`config.mk`:
```
export PLATFORM = sky130hd
export DESIGN_NAME = pcp_top
export DESIGN_NICKNAME = d
export VERILOG_FILES = /design/src/common/pcp_pkg.sv /design/src/design/pcp_sync.sv /design/src/design/pcp_checksum.sv /design/src/design/pcp_top.sv
export SDC_FILE = /design/constraint.sdc
export NUM_CORES = 1
export LEC_CHECK = 0
export ABC_CLOCK_PERIOD_IN_PS = 3200
export BUFFER_PORTS_ARGS = -buffer_cell sky130_fd_sc_hd__buf_2
export CAP_MARGIN = 20
export CORE_ASPECT_RATIO = 1.1
export CORE_MARGIN = 2
export CORE_UTILIZATION = 45
export DETAILED_ROUTE_END_ITERATION = 10
export GPL_TIMING_DRIVEN = 0
export MAX_ROUTING_LAYER = met4
export PLACE_DENSITY = 0.58
export RECOVER_POWER = 100
export SLEW_MARGIN = 20
export SYNTH_ARGS = -nofsm -noshare
export SYNTH_HDL_FRONTEND = slang
export SYNTH_SLANG_ARGS = --single-unit
```
`constraint.sdc`:
```
create_clock -name CLOCK -period 3.2 [get_ports CLOCK]
set_clock_uncertainty 0.2 [all_clocks]
set_input_delay 0.32 -clock CLOCK [delete_from_list [all_inputs] [get_ports CLOCK]]
set_output_delay 0.32 -clock CLOCK [all_outputs]
set_load 0.1 [all_outputs]
```
`src/common/pcp_pkg.sv`:
```
// constants and types for the paged two-wire control port
// assumes one 250 MHz clock; bus pins arrive asynchronously
// Contract
// - each written data byte is acknowledged, pointer advances by one
// - after read address acknowledge, device returns byte at pointer
// - multi-byte read: host acknowledges all but last, pointer advances per byte
// - target works at standard and fast bus rates
// - book_select selects book only while page is 0x00
// - page_select on any page selects the page
// - reads leave checksums alone; every qualifying write, even unmapped, updates them
// - 8-bit CRC and XOR run together; writing location reloads it
// - CRC polynomial 0x7, x^8+x^2+x+1, order sensitive
// - CRC covers all writes except book and page selection
// - CRC read at 0x7E page zero any book; writing 0x00 resets
// - XOR checksum xors each qualifying written byte into itself
// - XOR counts only book 0x8C, not page selects or page 0x00
// - XOR read at 0x7D page 0x00 book 0x8C; writing 0x00 resets
// - overcurrent_shutdown disables channel, asserts fault, recorded, restart by bus
// - DC offset drives fault_out_n low and outputs high impedance
// - state field in 0x03: 00 deep sleep, 01 sleep, 10 hiz, 11 play
// - target address 01011 plus two strap bits
package pcp_pkg;
    localparam logic [4:0] ADDR_HI       = 5'h0b;
    localparam logic [7:0] REG_PAGE      = 8'h00;
    localparam logic [7:0] REG_STATE     = 8'h03;
    localparam logic [7:0] REG_FAULT     = 8'h70;
    localparam logic [7:0] REG_FAULT_CLR = 8'h78;
    localparam logic [7:0] REG_XOR       = 8'h7d;
    localparam logic [7:0] REG_CRC       = 8'h7e;
    localparam logic [7:0] REG_BOOK      = 8'h7f;
    localparam logic [7:0] BOOK_CTRL     = 8'h00;
    localparam logic [7:0] BOOK_XOR      = 8'h8c;
    localparam logic [7:0] CRC_POLY      = 8'h07;
    localparam logic [7:0] CKS_RST       = 8'h00;
    localparam logic [7:0] PAGE_RST      = 8'h00;
    localparam logic [7:0] BOOK_RST      = 8'h00;
    localparam int         FLT_DC_BIT    = 2;
    typedef enum logic [1:0] {
        PCP_DEEP_SLEEP = 2'b00,
        PCP_SLEEP      = 2'b01,
        PCP_HIZ        = 2'b10,
        PCP_PLAY       = 2'b11
    } pcp_state_e;
    localparam pcp_state_e STATE_RST = PCP_DEEP_SLEEP;
    typedef struct packed {
        logic       stb;
        logic [7:0] addr;
        logic [7:0] data;
    } pcp_wr_s;
endpackage

```
`src/design/pcp_sync.sv`:
```
// two-flop synchroniser for asynchronous pins
// assumes inputs may change at any time relative to CLOCK
`timescale 1ns/100ps
`default_nettype none
module pcp_sync #(
    parameter int W = 1
) (
    input  wire logic         clk,
    input  wire logic         rst_n,
    input  wire logic [W-1:0] d,
    output var  logic [W-1:0] q
);
    logic [W-1:0] meta_q;
    always_ff @(posedge clk or negedge rst_n) begin
        if (!rst_n) begin
            meta_q <= '0;
            q      <= '0;
        end else begin
            meta_q <= d;
            q      <= meta_q;
        end
    end
endmodule
`default_nettype wire

```
`src/design/pcp_checksum.sv`:
```
// CRC-8 and XOR write checksums
// assumes qualifying enables are decoded by the caller
`timescale 1ns/100ps
`default_nettype none
module pcp_checksum
    import pcp_pkg::*;
(
    input  wire logic          clk,
    input  wire logic          rst_n,
    input  wire pcp_pkg::pcp_wr_s wr,
    input  wire logic          crc_en,
    input  wire logic          crc_ld,
    input  wire logic          xor_en,
    input  wire logic          xor_ld,
    output var  logic [7:0]    crc_q,
    output var  logic [7:0]    xor_q
);
    import pcp_pkg::*;

    function automatic logic [7:0] crc_step(input logic [7:0] c, input logic [7:0] d);
        logic [7:0] r;
        r = c;
        for (int i = 7; i >= 0; i--) begin
            r = (r[7] ^ d[i]) ? ({r[6:0], 1'b0} ^ CRC_POLY) : {r[6:0], 1'b0};
        end
        return r;
    endfunction

    always_ff @(posedge clk or negedge rst_n) begin
        if (!rst_n) begin
            crc_q <= CKS_RST;
        end else if (wr.stb && crc_ld) begin
            crc_q <= wr.data;
        end else if (wr.stb && crc_en) begin
            crc_q <= crc_step(crc_q, wr.data);
        end
    end

    always_ff @(posedge clk or negedge rst_n) begin
        if (!rst_n) begin
            xor_q <= CKS_RST;
        end else if (wr.stb && xor_ld) begin
            xor_q <= wr.data;
        end else if (wr.stb && xor_en) begin
            xor_q <= xor_q ^ wr.data;
        end
    end
endmodule
`default_nettype wire

```
`src/design/pcp_top.sv`:
```
// two-wire target control port with book/page map, checksums and faults
// assumes SCL, SDA, strap and fault detectors are asynchronous pins
`timescale 1ns/100ps
`default_nettype none
module pcp_top
    import pcp_pkg::*;
#(
    parameter int NCH = 2
) (
    input  wire logic           CLOCK,
    input  wire logic           NRST,
    input  wire logic           SCL_I,
    input  wire logic           SDA_I,
    output var  logic           SDA_O,
    output var  logic           SDA_OE,
    input  wire logic [1:0]     ADDR_SEL,
    input  wire logic [NCH-1:0] OC_EVENT,
    input  wire logic           DC_DETECT,
    output var  logic           FAULT_OUT_N_O,
    output var  logic           FAULT_OUT_N_OE,
    output var  logic [NCH-1:0] CH_ENABLE,
    output var  logic           OUT_HIZ,
    output var  logic [1:0]     DEVICE_STATE
);
    import pcp_pkg::*;

    typedef enum logic [2:0] {
        ST_IDLE, ST_ADDR, ST_ACKA, ST_WR, ST_ACKW, ST_RD, ST_RACK
    } pcp_fsm_e;

    logic [NCH+4:0] pin_s;
    logic           scl_s, sda_s, dc_s;
    logic [1:0]     adr_s;
    logic [NCH-1:0] oc_s;
    logic           scl_p_q, sda_p_q;
    logic           scl_rise, scl_fall, start, stop;
    pcp_fsm_e       st_q;
    logic [2:0]     cnt_q;
    logic [7:0]     sh_q, ptr_q;
    logic           done_q, rw_q, first_q, nack_q, sda_oe_q;
    pcp_wr_s        wr_q;
    logic           rd_go;
    logic [7:0]     rd_mux;
    logic [7:0]     page_q, book_q;
    pcp_state_e     dstate_q;
    logic [1:0]     adr_q;
    logic [1:0]     adr_cnt_q;
    logic           pins_ok;
    logic [NCH-1:0] oc_q;
    logic           dc_q, fault_oe_q, hiz_q;
    logic [NCH-1:0] chen_q;
    logic [7:0]     crc_w, xor_w;
    logic           ctl_pg, pg0, crc_en, crc_ld, xor_en, xor_ld;

    pcp_sync #(.W(NCH + 5)) u_sync (
        .clk   (CLOCK),
        .rst_n (NRST),
        .d     ({SCL_I, SDA_I, DC_DETECT, ADDR_SEL, OC_EVENT}),
        .q     (pin_s)
    );
    assign {scl_s, sda_s, dc_s, adr_s, oc_s} = pin_s;

    always_ff @(posedge CLOCK or negedge NRST) begin
        if (!NRST) begin
            scl_p_q <= 1'b1;
            sda_p_q <= 1'b1;
        end else begin
            scl_p_q <= scl_s;
            sda_p_q <= sda_s;
        end
    end

    // bus edge and condition detect
    // sync flops reset low: ignore pins until they settle
    assign pins_ok  = (adr_cnt_q == 2'h3);
    assign scl_rise = pins_ok & scl_s & ~scl_p_q;
    assign scl_fall = pins_ok & ~scl_s & scl_p_q;
    assign start    = pins_ok & scl_s & scl_p_q & sda_p_q & ~sda_s;
    assign stop     = pins_ok & scl_s & scl_p_q & ~sda_p_q & sda_s;

    // strap taken once the synchroniser has settled
    always_ff @(posedge CLOCK or negedge NRST) begin
        if (!NRST) begin
            adr_q     <= 2'b00;
            adr_cnt_q <= 2'h0;
        end else if (adr_cnt_q != 2'h3) begin
            adr_q     <= adr_s;
            adr_cnt_q <= adr_cnt_q + 2'h1;
        end
    end

    assign pg0    = (page_q == PAGE_RST);
    assign ctl_pg = pg0 && (book_q == BOOK_CTRL);

    always_comb begin
        rd_mux = 8'h00;
        if (ptr_q == REG_PAGE) begin
            rd_mux = page_q;
        end else if (pg0 && ptr_q == REG_BOOK) begin
            rd_mux = book_q;
        end else if (pg0 && ptr_q == REG_CRC) begin
            rd_mux = crc_w;
        end else if (pg0 && book_q == BOOK_XOR && ptr_q == REG_XOR) begin
            rd_mux = xor_w;
        end else if (ctl_pg && ptr_q == REG_STATE) begin
            rd_mux = {6'h00, dstate_q};
        end else if (ctl_pg && ptr_q == REG_FAULT) begin
            rd_mux = 8'(({dc_q, oc_q}));
        end
    end

    assign rd_go = scl_fall && !start && !stop
                   && ((st_q == ST_ACKA && rw_q) || (st_q == ST_RACK && !nack_q));

    always_ff @(posedge CLOCK or negedge NRST) begin
        if (!NRST) begin
            st_q     <= ST_IDLE;
            cnt_q    <= 3'h0;
            sh_q     <= 8'h00;
            ptr_q    <= 8'h00;
            done_q   <= 1'b0;
            rw_q     <= 1'b0;
            first_q  <= 1'b0;
            nack_q   <= 1'b0;
            sda_oe_q <= 1'b0;
            wr_q     <= '0;
        end else begin
            wr_q.stb <= 1'b0;
            if (start) begin
                st_q     <= ST_ADDR;
                cnt_q    <= 3'h0;
                done_q   <= 1'b0;
                sda_oe_q <= 1'b0;
            end else if (stop) begin
                st_q     <= ST_IDLE;
                sda_oe_q <= 1'b0;
            end else if (rd_go) begin
                st_q     <= ST_RD;
                sh_q     <= rd_mux;
                ptr_q    <= ptr_q + 8'h01;
                sda_oe_q <= ~rd_mux[7];
                cnt_q    <= 3'h0;
            end else begin
                case (st_q)
                    ST_ADDR, ST_WR: begin
                        if (scl_rise) begin
                            sh_q   <= {sh_q[6:0], sda_s};
                            cnt_q  <= cnt_q + 3'h1;
                            done_q <= (cnt_q == 3'h7);
                        end else if (scl_fall && done_q) begin
                            done_q <= 1'b0;
                            if (st_q == ST_ADDR) begin
                                if (sh_q[7:1] == {ADDR_HI, adr_q}) begin
                                    st_q     <= ST_ACKA;
                                    rw_q     <= sh_q[0];
                                    first_q  <= ~sh_q[0];
                                    sda_oe_q <= 1'b1;
                                end else begin
                                    st_q <= ST_IDLE;
                                end
                            end else begin
                                st_q     <= ST_ACKW;
                                sda_oe_q <= 1'b1;
                                if (first_q) begin
                                    ptr_q   <= sh_q;
                                    first_q <= 1'b0;
                                end else begin
                                    wr_q.stb  <= 1'b1;
                                    wr_q.addr <= ptr_q;
                                    wr_q.data <= sh_q;
                                    ptr_q     <= ptr_q + 8'h01;
                                end
                            end
                        end
                    end
                    ST_ACKA, ST_ACKW: begin
                        if (scl_fall) begin
                            st_q     <= ST_WR;
                            sda_oe_q <= 1'b0;
                            cnt_q    <= 3'h0;
                        end
                    end
                    ST_RD: begin
                        if (scl_fall) begin
                            cnt_q <= cnt_q + 3'h1;
                            if (cnt_q == 3'h7) begin
                                st_q     <= ST_RACK;
                                sda_oe_q <= 1'b0;
                            end else begin
                                sh_q     <= {sh_q[6:0], 1'b0};
                                sda_oe_q <= ~sh_q[6];
                            end
                        end
                    end
                    ST_RACK: begin
                        if (scl_rise) begin
                            nack_q <= sda_s;
                        end else if (scl_fall) begin
                            st_q <= ST_IDLE;
                        end
                    end
                    default: st_q <= ST_IDLE;
                endcase
            end
        end
    end

    assign SDA_O  = 1'b0;
    assign SDA_OE = sda_oe_q;

    always_ff @(posedge CLOCK or negedge NRST) begin
        if (!NRST) begin
            page_q <= PAGE_RST;
            book_q <= BOOK_RST;
        end else if (wr_q.stb) begin
            if (wr_q.addr == REG_PAGE) begin
                page_q <= wr_q.data;
            end else if (pg0 && wr_q.addr == REG_BOOK) begin
                book_q <= wr_q.data;
            end
        end
    end

    always_ff @(posedge CLOCK or negedge NRST) begin
        if (!NRST) begin
            dstate_q <= STATE_RST;
        end else if (wr_q.stb && ctl_pg && wr_q.addr == REG_STATE) begin
            dstate_q <= pcp_state_e'(wr_q.data[1:0]);
        end
    end

    // sticky faults, set wins over clear
    always_ff @(posedge CLOCK or negedge NRST) begin
        if (!NRST) begin
            oc_q <= '0;
            dc_q <= 1'b0;
        end else begin
            if (wr_q.stb && ctl_pg && wr_q.addr == REG_FAULT_CLR) begin
                oc_q <= (oc_q & ~wr_q.data[NCH-1:0]) | oc_s;
                dc_q <= (dc_q & ~wr_q.data[FLT_DC_BIT]) | dc_s;
            end else begin
                oc_q <= oc_q | oc_s;
                dc_q <= dc_q | dc_s;
            end
        end
    end

    always_ff @(posedge CLOCK or negedge NRST) begin
        if (!NRST) begin
            fault_oe_q <= 1'b0;
            hiz_q      <= 1'b1;
            chen_q     <= '0;
        end else begin
            fault_oe_q <= (|oc_q) | (|oc_s) | dc_q | dc_s;
            hiz_q      <= dc_q | dc_s | (dstate_q != PCP_PLAY);
            chen_q     <= ~(oc_q | oc_s) & {NCH{dstate_q == PCP_PLAY && !dc_q && !dc_s}};
        end
    end

    assign FAULT_OUT_N_O  = 1'b0;
    assign FAULT_OUT_N_OE = fault_oe_q;
    assign CH_ENABLE      = chen_q;
    assign OUT_HIZ        = hiz_q;
    assign DEVICE_STATE   = dstate_q;

    assign crc_ld = pg0 && wr_q.addr == REG_CRC;
    assign crc_en = wr_q.addr != REG_PAGE && !(pg0 && wr_q.addr == REG_BOOK);
    assign xor_ld = pg0 && book_q == BOOK_XOR && wr_q.addr == REG_XOR;
    assign xor_en = book_q == BOOK_XOR && !pg0 && wr_q.addr != REG_PAGE;

    pcp_checksum u_cks (
        .clk    (CLOCK),
        .rst_n  (NRST),
        .wr     (wr_q),
        .crc_en (crc_en),
        .crc_ld (crc_ld),
        .xor_en (xor_en),
        .xor_ld (xor_ld),
        .crc_q  (crc_w),
        .xor_q  (xor_w)
    );
endmodule
`default_nettype wire

```
==> impl_results.md, run 1 <==
- Result of the run: completed
- Highest-count cells in the layout ignoring fill and taps: dfrtp_1 (102), nand2_1 (48), mux2_2 (39), o21ai_0 (32)
- Worst reg-to-reg setup slack: between 0.2 and 0.25 ns
- Top flip-flop cell by instance count after synthesis: dfrtp_1
- Final instance area: just over 0.006 sq mm
- Critical path fanouts, max: 10
- Clock H-tree levels: 3
- Layout overhead on the synthesized area: 12.3%
- Data arrival time of the worst path: ~3.0 ns
- CP endpoint kind: flip-flop
- Number of nets with antenna violations after routing: 0
- First-pass DRT Iterations: 5
- CTS tree: done
- Die ar.: 0.0129 sq mm
- Core Box Area: ~0.012 sq mm
- Number of port buffers: 15
- Start-to-end type of the worst setup path: reg -> reg
- Final worst path period share: 0.936
- Relative slew slack: 0.107
- Multiplexer share of the synthesized area: 0.0889
- Total clock buffers created by CTS: 9
- Post-Synthesis Cells: 535
- Yosys cell types: 65
- Boundary Pins: 18
- Maximum clock frequency: 334 MHz
- Crit path from: page_q[4]
- Share of synthesized registers carrying an async set or reset: 1.00
- Smallest setup slack after layout: around 0.2 ns
- Number of pins exceeding their max-slew limit in the final report: 0
- Number of rows created at floorplan: 42
- Starting DRT DRC Count: roughly 330
- Total of flip-flops plus latches after synthesis: roughly 110
- Worst slack at placement: approximately 0.11 ns
- Vias in the first global route: approximately 4.2k
- Antenna violations before repair: 0
- Vias post-DR: about 4.2k
- Most common library cell in the layout ignoring fill and taps: dfrtp_1
- Critical path data required time: approximately 3.2 ns
- Clock-pin transition on the worst setup and hold timing paths: roughly 0.070 ns
- First-pass GRT wire length: around 22000 um
- Vertical extent of the die: between 100 and 150 um
- Cells on worst reg2reg path: 7
- Skew-Pair Late Insertion Delay: 0.35 ns
- Effective utilization at floorplan: 0.456
- Crit Reg-Reg Startpoint: page_q[4]
- DP Wirelength: 9680 um
- Share of layout cells above drive strength 1: 0.139
- Critical R2R Capture: u_cks.crc_q[1]
- Worst Hold Class: reg -> reg
- Number of post-CTS setup repair buffers: 0
- Worst setup SP type: flip-flop
- RD Place Congestion: approximately 0.86
- Overall routing resource usage: 0.224
- Cell Pwr Density: approximately 440 mW/mm^2
- Vias/cell: about 5.7
- Total setup violations reported at the end of the flow: 0
- Number of antenna repair diodes: 0
- Die outline width: between 100 and 150 um
- Count of max-cap constraint violations: 0
- Average routed wire per standard cell: about 18 um
- Final design utilization: 0.513
- Clock root buffer master: clkbuf_16
- Area fraction in and, or, nand and nor cells after synthesis: 0.182
- Aggregate routed wire length: ~13000 um
- Static Leakage: 0.00260 uW
- Yosys Warn Count: 0
- Slew at the pin closest to its max-slew limit: about 1.3 ns
- IR Drop Worst-Case VDD: around 0.25 mV
- Sequential share of the synthesized area: 0.485
- Synthesized-area fraction occupied by adder cells: 0.0162
- Minimum clock period: around 3 ns
- Average instance area after synthesis: around 10 sq um
- Clock Sink Count: 105
- Final #Nets: just under 600
- Post-Synth XOR/XNOR Area: 0.0468
- Deepest clock path buffer count: 2
- Compound-cell area share of the yosys netlist: 0.147
- Fillcell total: about 1.1k
- Post-synth EDFFs: 0
- GRT overflow: 0
- DRC viols: 0
- Sum of negative setup slack: 0 ns
- Maximum number of pins on one net before global-route repair: 56
- Power consumption: 2650 uW
- Area of the mapped netlist: 0.00542 sq mm
- Setup repair after global routing missed its margin: no
- Placed cell areas: between 0.005 and 0.006 sq mm
- Final Hold Vio Count: 0
- Dominant combinational cell family by area after synthesis: simple AND/OR/NAND/NOR gates
- Critical Path Sink: u_cks.crc_q[1]
## sequential cells by signal (all words and copies together) (netlist names), 2 cells and up
| register | flops |
|---|---|
| u_cks.crc_q | 8 |
| CH_ENABLE | 2 |
| book_q | 8 |
| sh_q | 8 |
| adr_q | 2 |
| ptr_q | 8 |
| u_sync.q | 7 |
| u_cks.xor_q | 8 |
| oc_q | 2 |
| st_q | 3 |
| wr_q | 17 |
| DEVICE_STATE | 2 |
| cnt_q | 3 |
| u_sync.meta_q | 7 |
| page_q | 8 |
| adr_cnt_q | 2 |
## where the power goes
| part | switching (uW) | internal, uW | total [uW] |
|---|---|---|---|
| registers | 36.6 | 1360 | 1400 |
| logic | 65.9 | 49.2 | 115 |
| clock network | 517 | 623 | 1140 |
## critical path: stages (launching register included)
cell	delay, ns
dfrtp_1	0.40
or4_4	0.57
or2_1	0.25
buf_6	0.14
nor4_2	0.83
nor3b_1	0.10
o21ai_0	0.19
o311ai_0	0.16
## stage by stage
stage          hold slack (ns)  instances
5_1_grt                  0.163        730
4_1_cts                  0.153        730
3_3_place_gp             0.132        705
6_report                 0.151        730
3_5_place_dp             0.117        706
2_1_floorplan           -0.176        536
## worst min path at each step
stage	startpoint	endpoint	depth (start not counted)
floorplan	NRST	CH_ENABLE[0]	0
global placement	u_sync.meta_q[4]	u_sync.q[4]	0
detailed placement	NRST	adr_cnt_q[0]	1
CTS	u_sync.meta_q[0]	u_sync.q[0]	0
global route	u_sync.meta_q[6]	u_sync.q[6]	0
finish	u_sync.meta_q[0]	u_sync.q[0]	0
## metal layers
metal  global-route usage  part of all wire
met1                0.286              0.45
met2                0.366              0.50
met3               0.0416             0.030
met4               0.0625             0.015
met5                    -                 0
## cells by family after synthesis
kind of cell               Yosys count
DFF                                105
other                                1
muxes                               43
AOI/OAI and AO/OA                  122
buffers and inverters               43
xor gates and xnor gates            29
adders and majority gates            7
and+or+nand+nor                    185
## synthesized netlist by cell type (3+ instances only)
library cell | count | share of area
or4_1 | 4 | 0.0055
mux2_2 | 41 | 0.085
o22ai_1 | 4 | 0.0046
o21ai_0 | 32 | 0.030
dfstp_2 | 3 | 0.015
clkbuf_1 | 21 | 0.015
o211a_1 | 5 | 0.0092
inv_1 | 17 | 0.012
nand2b_1 | 9 | 0.010
and3_1 | 5 | 0.0058
xor2_1 | 14 | 0.023
a31oi_1 | 6 | 0.0069
a21oi_1 | 32 | 0.030
nand3_1 | 25 | 0.023
a21o_1 | 5 | 0.0069
a22oi_1 | 6 | 0.0083
nor2b_1 | 9 | 0.010
nor3_1 | 12 | 0.011
ha_1 | 7 | 0.016
o211ai_1 | 3 | 0.0042
nor2_1 | 31 | 0.021
and2_1 | 8 | 0.0092
nand4b_1 | 4 | 0.0065
nor3b_1 | 5 | 0.0069
nand2_1 | 48 | 0.033
dfrtp_1 | 102 | 0.47
a221oi_1 | 4 | 0.0065
xnor2_1 | 15 | 0.024
nand3b_1 | 3 | 0.0042
nor4_1 | 5 | 0.0058
## repair_timing
action	4_1_cts	5_1_grt
endpoints found under the setup margin	0	8
gates resized for setup	0	1
hold buffers	8	0
hold endpoints to repair	58	0
## final cells by class
cell class | count | area, sq um | share of cell area
sequential | 105 | 2630 | 0.432
multi-input combinational | 388 | 2620 | 0.430
clock buffer | 9 | 225 | 0.0370
tap | 154 | 193 | 0.0316
timing repair buffer | 24 | 153 | 0.0251
buffer | 26 | 115 | 0.0189
clock inverter | 7 | 88.8 | 0.0146
inverter | 17 | 63.8 | 0.0105
(Power assumes the default switching activity.)
==> run 2, diff against run 1 <==
- SYNTH_HIERARCHICAL: default -> 1
==> run 2 against run 1 <==
  * Utilization down 0.15 points
  * Clock power fell by 6%
  * Wire length up 12%
  * Fmax fell by 1.7%
  * Sequential cell count did not move
  * Worst hold slack improved by 0.00089 ns
  * Clock-buffer cell count is 1 higher
  * Final cell count grew 5.9%
  * Via count rose by 9.3%
  * Register-to-register slack got worse by 0.05 ns
  * Critical path depth stayed put
  * Sequential power hardly changed
  * Highest routed layer unchanged
==> impl_results.md, run 2 <==
- Result of the run: completed (unchanged)
- Boundary Pins: 18 (unchanged)
- Slew at the pin closest to its max-slew limit: 1.19 ns (was 1.34 ns)
- Skew-Pair Late Insertion Delay: 0.36 ns (was 0.35 ns)
- Relative contribution of the clock network to total power: 0.405 (was 0.430)
- Vias in the first global route: 4494 (was 4225)
- Maximum number of pins on one net before global-route repair: 60 (was 56)
- Number of post-CTS setup repair buffers: 0 (unchanged)
- Most common library cell in the layout ignoring fill and taps: dfrtp_1 (unchanged)
- Area of the mapped netlist: 0.00584 sq mm (was 0.00542 sq mm)
- Relative slew slack: 0.208 (was 0.107)
- Count of max-cap constraint violations: 0 (unchanged)
- Final worst path period share: 0.952 (was 0.936)
- Share of power burned in registers: 0.541 (was 0.527)
- Number of pins exceeding their max-slew limit in the final report: 0 (unchanged)
- Cell Pwr Density: 407 mW/mm^2 (was 436 mW/mm^2)
- Vias/cell: 5.92 (was 5.73)
- Top flip-flop cell by instance count after synthesis: dfrtp_1 (unchanged)
- Design internal power: 1970 uW (was 2030 uW)
- Clock H-tree levels: 3 (unchanged)
- First-pass DRT Iterations: 4 (was 5)
- Total of flip-flops plus latches after synthesis: 105 (unchanged)
- Layout overhead on the synthesized area: 10.7% (was 12.3%)
- Sum of negative setup slack: 0 ns (unchanged)
- Number of port buffers: 15 (unchanged)
- Final Hold Vio Count: 0 (unchanged)
- Power consumption: 2630 uW (was 2650 uW)
- Highest-count cells in the layout ignoring fill and taps: dfrtp_1 (102), nand2_1 (47), mux2_2 (39), o21ai_0 (39), a21oi_1 (35) (was dfrtp_1 (102), nand2_1 (48), mux2_2 (39), o21ai_0 (32))
- Yosys Warn Count: 6 (was 0)
- Kind of cell adding the most delay to the critical path: simple AND/OR/NAND/NOR gates (unchanged)
- Number of nets with antenna violations after routing: 0 (unchanged)
- Flip-flop count of the largest register after layout: 17 (unchanged)
- Overall routing resource usage: 0.227 (was 0.224)
- Post-Synthesis Cells: 575 (was 535)
- Static Leakage: 0.00268 uW (was 0.00260 uW)
- Switching power of the nets: 663 uW (was 620 uW)
- Total clock buffers created by CTS: 9 (unchanged)
- Startpoint of the worst hold path: u_sync/meta_q[2] (was u_sync.meta_q[0])
- Final #Nets: 627 (was 587)
- Worst setup SP type: flip-flop (unchanged)
- Die ar.: 0.0139 sq mm (was 0.0129 sq mm)
- Vias post-DR: 4576 (was 4186)
- Number of antenna repair diodes: 0 (unchanged)
- CP endpoint kind: flip-flop (unchanged)
- Die outline width: 113 um (was 109 um)
- CP max stage cell: nor4_2 (unchanged)
- Vertical extent of the die: 123 um (was 119 um)
- Number of rows created at floorplan: 43 (was 42)
- Critical path fanouts, max: 9 (was 10)
- IR Drop Worst-Case VDD: 0.261 mV (was 0.247 mV)
- Crit path cell chain: nor4_2 > and2_1 > nand3_1 > nor3_1 > clkinv_1 > a221o_1 > o2bb2ai_1 (was or4_4 > or2_1 > buf_6 > nor4_2 > nor3b_1 > o21ai_0 > o311ai_0)
- Average instance area after synthesis: 10.2 sq um (was 10.1 sq um)
- Critical path data required time: 3.24 ns (was 3.21 ns)
- First-pass GRT wire length: 23600 um (was 21800 um)
- Deepest clock path buffer count: 2 (unchanged)
- Clock-pin transition on the worst setup and hold timing paths: 0.07 ns (about the same)
- CTS tree: done (unchanged)
- Core Box Area: 0.0126 sq mm (was 0.0119 sq mm)
- Commonest cells in the netlist: dfrtp_1 (102), nand2_1 (47), mux2_2 (39) (was dfrtp_1 (102), nand2_1 (48), mux2_2 (41))
- DRC viols: 0 (unchanged)
- Maximum clock frequency: 328 MHz (was 334 MHz)
- Register bank with the most flops: wr_q (unchanged)
- RD Place Congestion: 0.933 (was 0.859)
- Worst Hold Margin: 0.152 ns (was 0.151 ns)
- GRT overflow: 0 (unchanged)
- Worst Hold Class: reg -> reg (unchanged)
- Clock Sink Count: 105 (unchanged)
- Aggregate routed wire length: 14600 um (was 13100 um)
- Final design utilization: 0.511 (was 0.513)
- Share of synthesized registers carrying an async set or reset: 1.00 (unchanged)
- Most common cell in the netlist: dfrtp_1 (unchanged)
- Switching part of the total power: 0.252 (was 0.234)
- DP Wirelength: 10800 um (was 9680 um)
- Total setup violations reported at the end of the flow: 0 (unchanged)
- Cell types occupying the most area after synthesis: dfrtp_1 (44%), mux2_2 (7.5%), nand2_1 (3.0%) (was dfrtp_1 (47%), mux2_2 (8.5%), nand2_1 (3.3%))
- Effective utilization at floorplan: 0.462 (was 0.456)
- Leading area contributor after synthesis: dfrtp_1 (unchanged)
- Minimum clock period: 3.05 ns (was 3.00 ns)
- Average routed wire per standard cell: 18.9 um (was 17.9 um)
- Start-to-end type of the worst setup path: reg -> reg (unchanged)
- Area share of the largest cell type after synthesis: 0.437 (was 0.471)
- Maximum cell stage delay along the critical path: 0.47 ns (was 0.83 ns)
- Data arrival time of the worst path: 3.09 ns (was 3.00 ns)
- Share of layout cells above drive strength 1: 0.177 (was 0.139)
- Share of total power in combinational logic: 0.053 (was 0.043)
- Starting DRT DRC Count: 282 (was 334)
- Post-synth EDFFs: 0 (unchanged)
- Number of buffers and inverters on the critical path: 1 (unchanged)
- Yosys cell types: 79 (was 65)
- Clock root buffer master: clkbuf_16 (unchanged)
- Crit Reg-Reg Startpoint: page_q[5] (was page_q[4])
- Sequential share of the synthesized area: 0.451 (was 0.485)
- Crit path from: page_q[5] (was page_q[4])
- Antenna violations before repair: 0 (unchanged)
==> run 2: cell types whose count changed after synthesis, moves of 6 or more <==
| cell | previous run | this run |
|---|---|---|
| or2_2 | 1 | 7 |
| buf_2 | 2 | 9 |
| nand3_1 | 25 | 31 |
| clkbuf_1 | 21 | 9 |
| a2bb2oi_1 | 0 | 6 |
| xor2_1 | 14 | 5 |
| o21ai_1 | 0 | 6 |
| mux2i_1 | 2 | 10 |
| nand4_1 | 1 | 8 |
==> run 2: worst paths after layout <==
kind / to / slack, ns / cells after the start
worst max-delay path: u_cks/crc_q[6] / 0.15 / 7
worst min-delay path: u_sync/q[2] / 0.15 / 0
worst max register to register: u_cks/crc_q[6] / 0.15 / 7
worst min register to register: u_sync/q[2] / 0.15 / 0
max in group asynchronous: u_sync/meta_q[5] / 0.77 / 3
min in group asynchronous: oc_q[0] / 0.52 / 2
==> run 2: metal layers <==
| metal | global-route usage | share of wire |
|---|---|---|
| met1 | 0.275 | 0.45 |
| met3 | 0.0397 | 0.027 |
| met4 | 0.102 | 0.030 |
| met2 | 0.374 | 0.49 |
| met5 | - | 0 |
==> run 2: logic make-up after synthesis <==
logic type | synth area share
flip-flops | 0.451
adder cells (fa/ha/maj) | 0.0150
other | 0.000642
AO/OA/AOI/OAI | 0.173
buffers and inverters | 0.0411
multiplexers | 0.0962
XOR/XNOR | 0.0422
AND/OR/NAND/NOR | 0.181
==> run 2: layout make-up <==
cell class	count	area, sq um
tap	157	196
multi-input combinational	426	2970
sequential	105	2630
buffer	29	174
inverter	16	60.1
clock buffer	10	229
clock inverter	6	51.3
fill	1179	6180
timing repair buffer	24	154
==> run 2: repair_timing <==
| action | in CTS | in global routing |
|---|---|---|
| resized for setup | 0 | 5 |
| hold buffers | 8 | 0 |
| endpoints found under the setup margin | 0 | 9 |
| hold endpoints to repair | 52 | 0 |
==> run 2: per-stage QoR <==
stage	std cells	area, sq um	setup WS (ns)
2_1_floorplan	576	5840	0.733
3_3_place_gp	748	6110	0.0588
3_5_place_dp	749	6150	0.0493
4_1_cts	773	6510	0.0169
5_1_grt	773	6460	-0.0100
6_report	773	6460	0.154
==> run 2: power by group through the flow <==
| stage | clock (uW) | sequential, uW | combinational (uW) |
|---|---|---|---|
| final | 1070 | 1420 | 140 |
| after detailed placement | 0 | 1450 | 142 |
| after global routing | 1150 | 1430 | 163 |
| after global placement | 0 | 1450 | 132 |
| after floorplan | 0 | 1430 | 90.0 |
| after CTS | 1100 | 1420 | 150 |
==> run 3, diff against run 2 <==
- BUFFER_PORTS_ARGS: -buffer_cell sky130_fd_sc_hd__buf_2 -> -buffer_cell sky130_fd_sc_hd__clkbuf_2
==> run 3 against run 2 <==
  * Combinational power hardly changed
  * Clock-buffer cell count is 1 lower
  * Utilization hardly changed
  * Wire length is 0.23% higher
  * Cell area hardly changed
  * Sequential cell count stayed put
  * First-iteration DRC count is 35% higher
  * Fmax is 2.9% higher
  * Worst hold slack hardly changed
  * Power is 0.18% lower
  * Via count is 0.68% higher
  * Critical path type unchanged
  * Critical path depth stayed put
==> impl_results.md, run 3 (same netlist as run 2, synthesis figures left out) <==
- Result of the run: completed (unchanged)
- Core Box Area: 0.0126 sq mm (unchanged)
- RD Place Congestion: 0.925 (was 0.933)
- DP Wirelength: 10700 um (was 10800 um)
- Clock-pin transition on the worst setup and hold timing paths: 0.07 ns (about the same)
- Overall routing resource usage: 0.232 (was 0.227)
- Number of post-CTS setup repair buffers: 0 (unchanged)
- DRC viols: 0 (unchanged)
- Die outline width: 113 um (unchanged)
- Flip-flop count of the largest register after layout: 17 (unchanged)
- Critical path data required time: 3.24 ns (about the same)
- Critical R2R Capture: u_cks/crc_q[6] (unchanged)
- Worst setup SP type: flip-flop (unchanged)
- Maximum number of pins on one net before global-route repair: 55 (was 60)
- Worst hold path depth: 0 (unchanged)
- Antenna violations before repair: 0 (unchanged)
- Vertical extent of the die: 123 um (unchanged)
- Sum of negative setup slack: 0 ns (unchanged)
- Count of max-cap constraint violations: 0 (unchanged)
- Power consumption: 2630 uW (about the same)
- Vias in the first global route: 4626 (was 4494)
- First-pass GRT wire length: 24600 um (was 23600 um)
- Final Hold Vio Count: 0 (unchanged)
- Maximum clock frequency: 338 MHz (was 328 MHz)
- Aggregate routed wire length: 14700 um (was 14600 um)
- Register bank with the most flops: wr_q (unchanged)
- Clock root buffer master: clkbuf_16 (unchanged)
- Final design utilization: 0.511 (about the same)
- Number of port buffers: 15 (unchanged)
- Hold endpoint: u_sync/q[5] (was u_sync/q[2])
- Average routed wire per standard cell: 19.0 um (was 18.9 um)
- Startpoint of the worst hold path: u_sync/meta_q[5] (was u_sync/meta_q[2])
- Final worst path period share: 0.925 (was 0.952)
- Highest-count cells in the layout ignoring fill and taps: dfrtp_1 (102), nand2_1 (47), o21ai_0 (40), mux2_2 (39), a21oi_1 (35) (was dfrtp_1 (102), nand2_1 (47), mux2_2 (39), o21ai_0 (39), a21oi_1 (35))
- First-pass DRT Iterations: 5 (was 4)
- Crit Reg-Reg Startpoint: page_q[5] (unchanged)
- Total clock buffers created by CTS: 9 (unchanged)
- Starting DRT DRC Count: 382 (was 282)
- Final #Nets: 627 (unchanged)
- Worst Hold Class: reg -> reg (unchanged)
- Relative slew slack: 0.112 (was 0.208)
- Die ar.: 0.0139 sq mm (unchanged)
- GRT overflow: 0 (unchanged)
- Smallest setup slack after layout: 0.240 ns (was 0.154 ns)
- Number of antenna repair diodes: 0 (unchanged)
- Number of pins exceeding their max-slew limit in the final report: 0 (unchanged)
- Layout overhead on the synthesized area: 10.6% (was 10.7%)
- Most common library cell in the layout ignoring fill and taps: dfrtp_1 (unchanged)
- CTS tree: done (unchanged)
- IR Drop Worst-Case VDD: 0.323 mV (was 0.261 mV)
- Worst slack at placement: 0.00231 ns (was 0.0493 ns)
- Static Leakage: 0.00268 uW (about the same)
- Cell Pwr Density: 407 mW/mm^2 (about the same)
- Skew-Pair Late Insertion Delay: 0.36 ns (about the same)
- Data arrival time of the worst path: 3.00 ns (was 3.09 ns)
- Total setup violations reported at the end of the flow: 0 (unchanged)
- Number of nets with antenna violations after routing: 0 (unchanged)
- Minimum clock period: 2.96 ns (was 3.05 ns)
- Vias post-DR: 4607 (was 4576)
- Effective utilization at floorplan: 0.462 (unchanged)
- Slew at the pin closest to its max-slew limit: 1.33 ns (was 1.19 ns)
- Start-to-end type of the worst setup path: reg -> reg (unchanged)
- Cells on worst reg2reg path: 7 (unchanged)
- Number of rows created at floorplan: 43 (unchanged)
- Worst reg-to-reg setup slack: 0.24 ns (was 0.15 ns)
- Deepest clock path buffer count: 2 (unchanged)
- Crit path from: page_q[5] (unchanged)
- Vias/cell: 5.96 (was 5.92)
- CP endpoint kind: flip-flop (unchanged)
- Clock H-tree levels: 3 (unchanged)
- Setup repair after global routing missed its margin: no
- Critical path fanouts, max: 9 (unchanged)
- Clock Sink Count: 105 (unchanged)
- Share of layout cells above drive strength 1: 0.179 (was 0.177)
- Boundary Pins: 18 (unchanged)
[run 3: layer usage]
layer,global-route usage,routed length [um],share of wire
met4,0.0686,268,0.018
met1,0.279,6360,0.43
met3,0.0441,483,0.033
met5,-,0,0
met2,0.399,7550,0.51
[run 3: cell type report]
| type | count | area, sq um |
|---|---|---|
| Fill cell | 1145 | 6190 |
| Multi-Input combinational cell | 426 | 2960 |
| Sequential cell | 105 | 2630 |
| Clock buffer | 9 | 225 |
| Tap cell | 157 | 196 |
| Buffer | 29 | 173 |
| Timing Repair Buffer | 24 | 154 |
| Inverter | 16 | 60.1 |
| Clock inverter | 7 | 55.1 |
[run 3: per-stage QoR]
step                      hold WS (ns)  area, sq um  cells
after floorplan                 -0.176         5840    576
after global placement           0.134         6110    748
after detailed placement         0.112         6150    749
after CTS                        0.154         6520    773
after global routing             0.168         6460    773
final                            0.152         6460    773
[run 3: worst max-delay path: stages, from the launching register on]
cell and delay [ns]:
dfrtp_1 0.41, nor4_2 0.48, and2_1 0.26, nand3_1 0.13, nor3_1 0.40, clkinv_1 0.41, a221o_1 0.43, o2bb2ai_1 0.12
[run 3: worst max path at each step]
stage / cells after the start / to
after floorplan: 9 / u_cks/crc_q[6]
after global placement: 7 / u_cks/xor_q[6]
after detailed placement: 7 / u_cks/xor_q[5]
after CTS: 8 / u_cks/xor_q[5]
after global routing: 9 / ptr_q[5]
final: 7 / u_cks/crc_q[6]
[run 3: power breakdown]
part | switching [uW] | internal (uW) | leakage, uW
combinational | 82.1 | 59.1 | 0.00117
clock | 526 | 535 | 0.000132
sequential | 54.3 | 1370 | 0.00138
[run 3: timing repair]
action / 4_1_cts / 5_1_grt
endpoints found under the hold margin: 59 / 0
cloned: 0 / 0
endpoints found under the setup margin: 2 / 9
hold buffers: 8 / 0
gates resized for setup: 1 / 5
